File: src/common/gpmlc_pkg.sv
// constants and carriers for the pin function and line feature control
// assumes one 125 MHz core clock and a decoded register port upstream
`default_nettype none
package gpmlc_pkg;
    // register offsets on the 4-bit register port
    localparam logic [3:0] OFS_PIN_STATE = 4'hB;
    localparam logic [3:0] OFS_PIN_CTRL = 4'hE;
    localparam logic [3:0] OFS_EXTRA = 4'hF;
    // pin_function_and_reset_control fields
    localparam int PC_SWRST = 3;
    localparam int PC_LO_MODEM = 2;
    localparam int PC_HI_MODEM = 1;
    localparam int PC_LATCH = 0;
    localparam logic [7:0] PC_WMASK = 8'h0F;
    localparam logic [7:0] PC_RST = 8'h00;
    // extra_line_features_control fields
    localparam int EF_IR_MODE = 7;
    localparam int EF_RS485_INV = 5;
    localparam int EF_RS485_AUTO = 4;
    localparam logic [7:0] EF_WMASK = 8'hB7;
    localparam logic [7:0] EF_RST = 8'h00;
    // pin state view after reset
    localparam logic [7:0] STATE_RST = 8'hFF;
    // modem signal position inside a nibble
    localparam int MP_RING = 3;
    localparam int MP_CD = 2;
    localparam int MP_DTR = 1;
    localparam int MP_DSR = 0;
    localparam logic [3:0] MODEM_OE_N = 4'hD;
    // infrared pulse widths in 16x ticks
    localparam logic [3:0] IR_W_STD = 4'h3;
    localparam logic [3:0] IR_W_FAST = 4'h4;
    localparam logic [3:0] IR_CNT_MAX = 4'hF;

    typedef struct packed {
        logic wr;
        logic rd;
        logic [3:0] addr;
        logic [7:0] wdata;
    } gpmlc_reg_req_t;

    typedef struct packed {
        logic [7:0] rdata;
    } gpmlc_reg_rsp_t;

    typedef struct packed {
        logic [7:0] out;
        logic [7:0] oe_n;
    } gpmlc_pins_t;

    typedef struct packed {
        logic ring_indicate_n;
        logic carrier_detect_n;
        logic set_ready_n;
    } gpmlc_modem_t;

    localparam gpmlc_modem_t MODEM_IDLE = 3'h7;
endpackage
`default_nettype wire

File: src/hdl/gpmlc_top.sv
// pin function, input latching, soft reset, ir and rs-485 direction control
// assumes a decoded register port, uart status strobes and synchronous pins
`default_nettype none
`timescale 1ns/1ns
// How it works
// RQ1: the soft reset bit clears itself after the reset, reading back zero.
// RQ2: low select bit picks gpio or second channel modem on pins 3..0.
// RQ3: high select bit picks gpio or first channel modem on pins 7..4.
// RQ4: without latching, an input that reverts before a read withdraws its flag.
// RQ5: with latching, the flag stays and the state bit holds the causing level.
// RQ6: ir mode zero makes pulses of 3/16 of a bit.
// RQ7: ir mode one makes pulses of 1/4 of a bit.
// RQ8: the polarity bit only matters while auto direction is on.
// RQ9: polarity zero: rts low while sending, high while receiving.
// RQ10: polarity one: rts high while sending, low while receiving.
// RQ11: auto direction on lets the transmitter own rts, off it does not.
// RQ12: writing one to the soft reset bit resets the device.
// RQ13: pins in modem use ignore their interrupt enable bits.
// RQ14: enabled inputs that change flag an interrupt, cleared by state read.
module gpmlc_top (
    input wire logic core_clk,
    input wire logic rstn,
    input wire gpmlc_pkg::gpmlc_reg_req_t reg_req,
    output gpmlc_pkg::gpmlc_reg_rsp_t reg_rsp,
    input wire logic [7:0] gpio_in,
    input wire logic [7:0] gpio_dir,
    input wire logic [7:0] gpio_out_val,
    input wire logic [7:0] pin_interrupt_enable,
    output gpmlc_pkg::gpmlc_pins_t gpio_pins,
    input wire logic terminal_ready_first_n,
    input wire logic terminal_ready_second_n,
    output gpmlc_pkg::gpmlc_modem_t modem_first,
    output gpmlc_pkg::gpmlc_modem_t modem_second,
    input wire logic uart_txing,
    input wire logic rts_req_n,
    output logic rts_n,
    input wire logic tick16,
    input wire logic tx_bit_start,
    input wire logic txd,
    output logic ir_tx,
    output logic [7:0] extra_ctrl,
    output logic soft_rst,
    output logic pin_irq
);
    import gpmlc_pkg::*;

    typedef struct packed {
        logic [7:0] ctrl;
        logic [7:0] extra_line_features_control;
        logic [7:0] pin;
        logic [7:0] ref_lvl;
        logic [7:0] pend;
        logic [7:0] hold;
        logic [7:0] rdata;
        gpmlc_pins_t pins;
        gpmlc_modem_t m_first;
        gpmlc_modem_t m_second;
        logic rts_n;
        logic irq;
        logic soft_rst;
    } gpmlc_top_st_t;

    localparam gpmlc_top_st_t ST_RST = '{
        ctrl: PC_RST, extra_line_features_control: EF_RST, pin: STATE_RST, ref_lvl: STATE_RST,
        pins: '{out: '0, oe_n: '1}, m_first: MODEM_IDLE,
        m_second: MODEM_IDLE, rts_n: 1'b1, default: '0};

    function automatic gpmlc_modem_t modem_of(input logic [3:0] nib);
        gpmlc_modem_t m;
        m.ring_indicate_n = nib[MP_RING];
        m.carrier_detect_n = nib[MP_CD];
        m.set_ready_n = nib[MP_DSR];
        return m;
    endfunction

    logic [1:0] rst_sync_q;
    logic rst_n;
    gpmlc_top_st_t q, d;
    logic lo, hi, latch, auto_dir, inv, st_rd;
    logic [7:0] en, evt, sel, view;

    ////////////////////////////////////////////////////////////////////
    // reset release
    always_ff @(posedge core_clk or negedge rstn) begin
        if (!rstn) begin
            rst_sync_q <= 2'h0;
        end else begin
            rst_sync_q <= {rst_sync_q[0], 1'b1};
        end
    end
    assign rst_n = rst_sync_q[1];

    ////////////////////////////////////////////////////////////////////
    // register, pin and direction logic
    assign lo = q.ctrl[PC_LO_MODEM];
    assign hi = q.ctrl[PC_HI_MODEM];
    assign latch = q.ctrl[PC_LATCH];
    assign auto_dir = q.extra_line_features_control[EF_RS485_AUTO];
    assign inv = q.extra_line_features_control[EF_RS485_INV];
    assign st_rd = reg_req.rd && (reg_req.addr == OFS_PIN_STATE);
    assign en = pin_interrupt_enable & ~gpio_dir & ~{{4{hi}}, {4{lo}}}; // RQ13
    assign evt = en & (q.pin ^ q.ref_lvl); // RQ14
    assign sel = q.pend & {8{latch}};
    assign view = (sel & q.hold) | (~sel & q.pin); // RQ5

    always_comb begin
        d = q;
        d.soft_rst = 1'b0;
        d.pin = gpio_in;
        if (latch) begin
            d.pend = q.pend | evt; // RQ5
            d.hold = (q.pend & q.hold) | (~q.pend & q.pin);
        end else begin
            d.pend = evt; // RQ4
        end
        if (reg_req.rd) begin
            case (reg_req.addr)
                OFS_PIN_CTRL: d.rdata = q.ctrl;
                OFS_EXTRA: d.rdata = q.extra_line_features_control;
                OFS_PIN_STATE: d.rdata = view;
                default: d.rdata = '0;
            endcase
        end
        if (st_rd) begin
            d.ref_lvl = q.pin; // RQ14
            d.pend = '0;
        end
        if (reg_req.wr && reg_req.addr == OFS_PIN_CTRL) begin
            d.ctrl = reg_req.wdata & PC_WMASK;
        end
        if (reg_req.wr && reg_req.addr == OFS_EXTRA) begin
            d.extra_line_features_control = reg_req.wdata & EF_WMASK;
        end
        // low nibble: gpio or second channel modem
        if (lo) begin // RQ2
            d.pins.oe_n[3:0] = MODEM_OE_N;
            d.pins.out[3:0] = {2'h0, terminal_ready_second_n, 1'b0};
            d.m_second = modem_of(gpio_in[3:0]);
        end else begin
            d.pins.oe_n[3:0] = ~gpio_dir[3:0];
            d.pins.out[3:0] = gpio_out_val[3:0];
            d.m_second = MODEM_IDLE;
        end
        // high nibble: gpio or first channel modem
        if (hi) begin // RQ3
            d.pins.oe_n[7:4] = MODEM_OE_N;
            d.pins.out[7:4] = {2'h0, terminal_ready_first_n, 1'b0};
            d.m_first = modem_of(gpio_in[7:4]);
        end else begin
            d.pins.oe_n[7:4] = ~gpio_dir[7:4];
            d.pins.out[7:4] = gpio_out_val[7:4];
            d.m_first = MODEM_IDLE;
        end
        // transmitter owns rts only in auto mode
        if (auto_dir) begin // RQ8 RQ11
            d.rts_n = uart_txing ? inv : ~inv; // RQ9 RQ10
        end else begin
            d.rts_n = rts_req_n; // RQ11
        end
        // soft reset: one cycle pulse in the same cycle fields go back to default, pin and ref_lvl load gpio_in
        if (q.ctrl[PC_SWRST]) begin // RQ12
            d = ST_RST; // RQ1
            d.soft_rst = 1'b1;
            d.pin = gpio_in;
            d.ref_lvl = gpio_in;
        end
        d.irq = |d.pend;
    end

    always_ff @(posedge core_clk or negedge rst_n) begin
        if (!rst_n) begin
            q <= ST_RST;
        end else begin
            q <= d;
        end
    end

    assign reg_rsp.rdata = q.rdata;
    assign gpio_pins = q.pins;
    assign modem_first = q.m_first;
    assign modem_second = q.m_second;
    assign rts_n = q.rts_n;
    assign extra_ctrl = q.extra_line_features_control;
    assign soft_rst = q.soft_rst;
    assign pin_irq = q.irq;

    gpmlc_ir_enc u_ir (
        .core_clk(core_clk),
        .rst_n(rst_n),
        .clr(q.soft_rst),
        .tick16(tick16),
        .bit_start(tx_bit_start),
        .txd(txd),
        .mode(q.extra_line_features_control[EF_IR_MODE]),
        .ir_tx(ir_tx)
    );
endmodule
`default_nettype wire

File: src/hdl/gpmlc_ir_enc.sv
// infrared pulse shaper for one transmitted bit
// assumes a 16x bit-rate tick enable and a bit start pulse from the uart
`default_nettype none
`timescale 1ns/1ns
module gpmlc_ir_enc (
    input wire logic core_clk,
    input wire logic rst_n,
    input wire logic clr,
    input wire logic tick16,
    input wire logic bit_start,
    input wire logic txd,
    input wire logic mode,
    output logic ir_tx
);
    import gpmlc_pkg::*;

    typedef struct packed {
        logic [3:0] cnt;
        logic out;
        logic [3:0] tks;
    } gpmlc_ir_st_t;

    gpmlc_ir_st_t q, d;
    logic [3:0] width;

    assign width = mode ? IR_W_FAST : IR_W_STD;
    assign ir_tx = q.out;

    ////////////////////////////////////////////////////////////////////
    always_comb begin
        d = q;
        if (clr) begin
            d = '0;
        end else if (bit_start) begin
            d.cnt = '0;
            d.out = ~txd;
            d.tks = '0;
        end else if (tick16) begin
            if (q.cnt != IR_CNT_MAX) begin
                d.cnt = q.cnt + 4'h1;
            end
            // pulse only for a zero bit, 3 or 4 of 16 ticks
            if (d.cnt >= width) begin // RQ6 RQ7
                d.out = 1'b0;
            end
            if (q.out) begin
                d.tks = q.tks + 4'h1;
            end
        end
    end

    always_ff @(posedge core_clk or negedge rst_n) begin
        if (!rst_n) begin
            q <= '0;
        end else begin
            q <= d;
        end
    end
endmodule
`default_nettype wire

File: config.mk
export PLATFORM = sky130hd
export DESIGN_NAME = gpmlc_top
export DESIGN_NICKNAME = d
export VERILOG_FILES = /design/src/common/gpmlc_pkg.sv /design/src/hdl/gpmlc_top.sv /design/src/hdl/gpmlc_ir_enc.sv
export SDC_FILE = /design/constraint.sdc
export NUM_CORES = 1
export LEC_CHECK = 0
export BUFFER_PORTS_ARGS = -buffer_cell sky130_fd_sc_hd__buf_4
export CORE_MARGIN = 2
export CORE_UTILIZATION = 53
export CTS_CLUSTER_SIZE = 10
export DETAILED_ROUTE_END_ITERATION = 8
export GPL_ROUTABILITY_DRIVEN = 0
export HOLD_SLACK_MARGIN = 0.02
export PLACE_DENSITY = 0.79
export SYNTH_ARGS = -nofsm -noshare
export SYNTH_HDL_FRONTEND = slang
export SYNTH_HIERARCHICAL = 1
export SYNTH_SLANG_ARGS = --single-unit
File: constraint.sdc
create_clock -name core_clk -period 6.03 [get_ports core_clk]
set_input_delay 0.3015 -clock core_clk [delete_from_list [all_inputs] [get_ports core_clk]]
set_output_delay 0.3015 -clock core_clk [all_outputs]
set_load 0.02 [all_outputs]
==> run_results.csv <==
group,metric,value,unit
timing,setup_viol,0,
clocking,h-tree-depth,3,
clocking,cts_tree,"yes",
final_layout,fin_nets,482,
hold_path,min_path_type,"input port to register",
critical_path,crit_fanout,6,
final_layout,layout-drive-gt1-share,36.7,%
timing,holdWs,63.4,ps
global_route,grt.total_usage,20.7,%
die,die_w,90.3,um
critical_path,r2r-end,"u_ir/ir_tx",
outcome,status,"finished clean",
critical_path,cpMostUsedCell,"ha_1",
route,viasPerCell,5.29,
timing,report.final.hold_viol_count,0,
critical_path,worstPathCellList,"ha_1 > and3_4 > mux2_2 > ha_1 > o21ai_0 > a21oi_1 > o32ai_2",
hold_path,hp-start,"gpio_in[1]",
die,core,7210,um^2
clocking,post_cts_buffers,0,
pwr,power_density,318,nW/um^2
timing,max_slew.worst_pin.slew,993,ps
job,drv_cap,0,
synthesis,ys_seq_area_share,53.0,%
critical_path,worst_ep_required_time,6290,ps
clocking,clock_path_buffers,2,
timing,drv_slew,0,
critical_path,reg2regPathDepth,7,
placement,dp_cells,510,
global_route,grt_max_degree,81,
final_layout,stdcell_count,527,
synthesis,syn_avg_cell_area,10.7,um^2
synthesis,synth_cell_type_count,49,
global_route,antenna_found_initial,0,
die,die_y,90.3,um
route,dr.pass1.iters,4,
final_layout,n_antenna_cell,0,
clocking,insertion_delay,350,ps
critical_path,cp-end-kind,"register",
synthesis,synth_flop_cell,"dfrtp_1",
clocking,path_clk_slew,80,ps
synthesis,yosys_register_bits,82,
route,routed_wl,8.26,mm
critical_path,rrSetupSlack,3940,ps
global_route,grt_pass1_wl,13.4,mm
hold_path,hold_path_depth,1,
placement,port_buffers,93,
route,route.detailed.drc,0,
route,drtIter0Drc,138,
timing,min_period,2090,ps
critical_path,start_kind,"register",
hold_path,holdPathEnd,"q[58]",
clocking,clock-root-buffer,"clkbuf_8",
die,pin_count,97,
synthesis,synthArstFlopShare,100,%
placement,hpwl,5.86,mm
synthesis,syn_inst,369,
synthesis,syn_area,3950,um^2
critical_path,reg2reg_from,"u_ir/q[5]",
critical_path,path_class,"register to register",
pwr,p_leak,2.27,nW
timing,slew_headroom,33.8,%
clocking,cts.sinks,82,
synthesis,synth_edf_count,0,
timing,rsz0062_at_grt,"false",
synthesis,yosysWarningCount,6,
global_route,gr-total-overflow,0,
route,via_count,2790,
clocking,ctsResizeCount,0,
final_layout,areaGrowthSynthToFinish,17.7,%
die,core.rowCount,31,
clocking,cts-buffers-inserted,9,
pwr,irDropWorstVdd,0.000201,V
critical_path,crit_slowest_cell,"dfrtp_1",
critical_path,max_stage_delay,450,ps
die,dieArea,8150,um^2
global_route,grt_pass1_vias,2766,
clocking,ctsHoldBuffers,1,
route,post_drt_wl_per_cell,15.7,um
timing,finalCritPeriodShare,34.7,%
route,drtAntennaViolNets,0,
timing,fmax,0.478,GHz
critical_path,cp.arrival,2360,ps
final_layout,fillCellCount,577,
timing,fin_setup_tns,0,ps
die,start_util,54.7,%
timing,fin_skew,5.01,ps
cell families (layout without fill, tap and decap cells):
family	Yosys count	after routing	share of synthesized area (%)
AO/OA/AOI/OAI	54	54	8.62
other	2	3	0.190
multiplexers	33	33	8.46
AND/OR/NAND/NOR	129	129	16.8
XOR/XNOR	10	10	2.22
buffers and inverters	55	113	9.48
flip-flops	82	82	53.0
adder cells (fa/ha/maj)	4	4	1.27
cells in the mapped netlist (4+ instances only):
cell,n,area [um^2]
ha_1,4,50.1
clkbuf_1,7,26.3
dfstp_2,31,815
mux2i_1,30,300
dfrtp_1,51,1280
buf_2,4,20.0
nand2b_1,16,100
nor2_1,32,120
nand2_1,34,128
o21ai_0,12,60.1
xor2_1,9,78.8
a21oi_1,21,105
and2_1,6,37.5
or2_2,4,25.0
buf_4,38,285
nand3_1,18,90.1
a22o_1,6,52.6
cell type report:
class | count | area, um^2 | area share (%)
Sequential cell | 82 | 2090 | 45.1
Multi-Input combinational cell | 233 | 1490 | 32.0
Timing Repair Buffer | 95 | 716 | 15.4
Clock buffer | 11 | 141 | 3.04
Tap cell | 99 | 124 | 2.67
Clock inverter | 5 | 77.6 | 1.67
Inverter | 2 | 7.51 | 0.162
registers in the layout (all words and copies together) (netlist names):
| signal | count |
|---|---|
| pin_irq | 1 |
| latch | 1 |
| lo | 1 |
| extra_ctrl | 6 |
| modem_first | 3 |
| modem_second | 3 |
| gpio_pins | 16 |
| q | 33 |
| hi | 1 |
| u_ir/q | 4 |
| rts_n | 1 |
| rst_sync_q | 2 |
| u_ir/ir_tx | 1 |
| soft_rst | 1 |
| reg_rsp | 8 |
worst max-delay path by stage:
stage,endpoint,slack (ps),cells past startpoint,from
after floorplan,extra_ctrl[0],3630,0,rst_sync_q[1]
after global placement,u_ir/ir_tx,4050,7,u_ir/q[5]
after detailed placement,u_ir/ir_tx,3980,7,u_ir/q[5]
after CTS,u_ir/ir_tx,3960,7,u_ir/q[5]
after global routing,u_ir/ir_tx,3820,7,u_ir/q[5]
final,u_ir/ir_tx,3940,7,u_ir/q[5]
worst max-delay path: cells and delay by family, from the launching register on:
kind / cells / cell delay [ps]
AO/OA/AOI/OAI: 3 / 410
flip-flops: 1 / 450
adder cells (fa/ha/maj): 2 / 570
multiplexers: 1 / 340
AND/OR/NAND/NOR: 1 / 240
cells in the final DEF, fill, tap and decap left out, types with 4 or more instances in the layout:
master,instances
buf_4,94
a21oi_1,21
and2_1,6
mux2i_1,30
ha_1,4
nand3_1,18
dfstp_2,31
clkbuf_8,10
nor2_1,32
xor2_1,9
a22o_1,6
o21ai_0,12
or2_2,4
dfrtp_1,50
nand2b_1,16
nand2_1,34
per-layer routing:
metal  vias to the layer above  routed length (um)  track usage [%]
met1                      1368                3580             27.0
li1                       1317                   -                -
met4                         0                 128             6.79
met2                        94                4030             33.3
met5                         -                   0                0
met3                        11                 518             6.51
power by group:
group	internal (mW)	switching [mW]	leakage, nW
Combinational	0.151	0.155	1.17
Sequential	0.659	0.0790	0.982
Clock	0.243	0.191	0.109
through the flow:
| step | total power, mW | util, % | setup slack (ps) | area, um^2 |
|---|---|---|---|---|
| 3_3_place_gp | 1.04 | 61.2 | 4050 | 4420 |
| 4_1_cts | 1.49 | 64.4 | 3960 | 4650 |
| 6_report | 1.48 | 64.4 | 3940 | 4650 |
| 3_5_place_dp | 1.06 | 61.2 | 3980 | 4420 |
| 5_1_grt | 1.55 | 64.4 | 3820 | 4650 |
| 2_1_floorplan | 0.966 | - | 3630 | 3950 |
No activity file was read; power rests on OpenSTA's default activity.
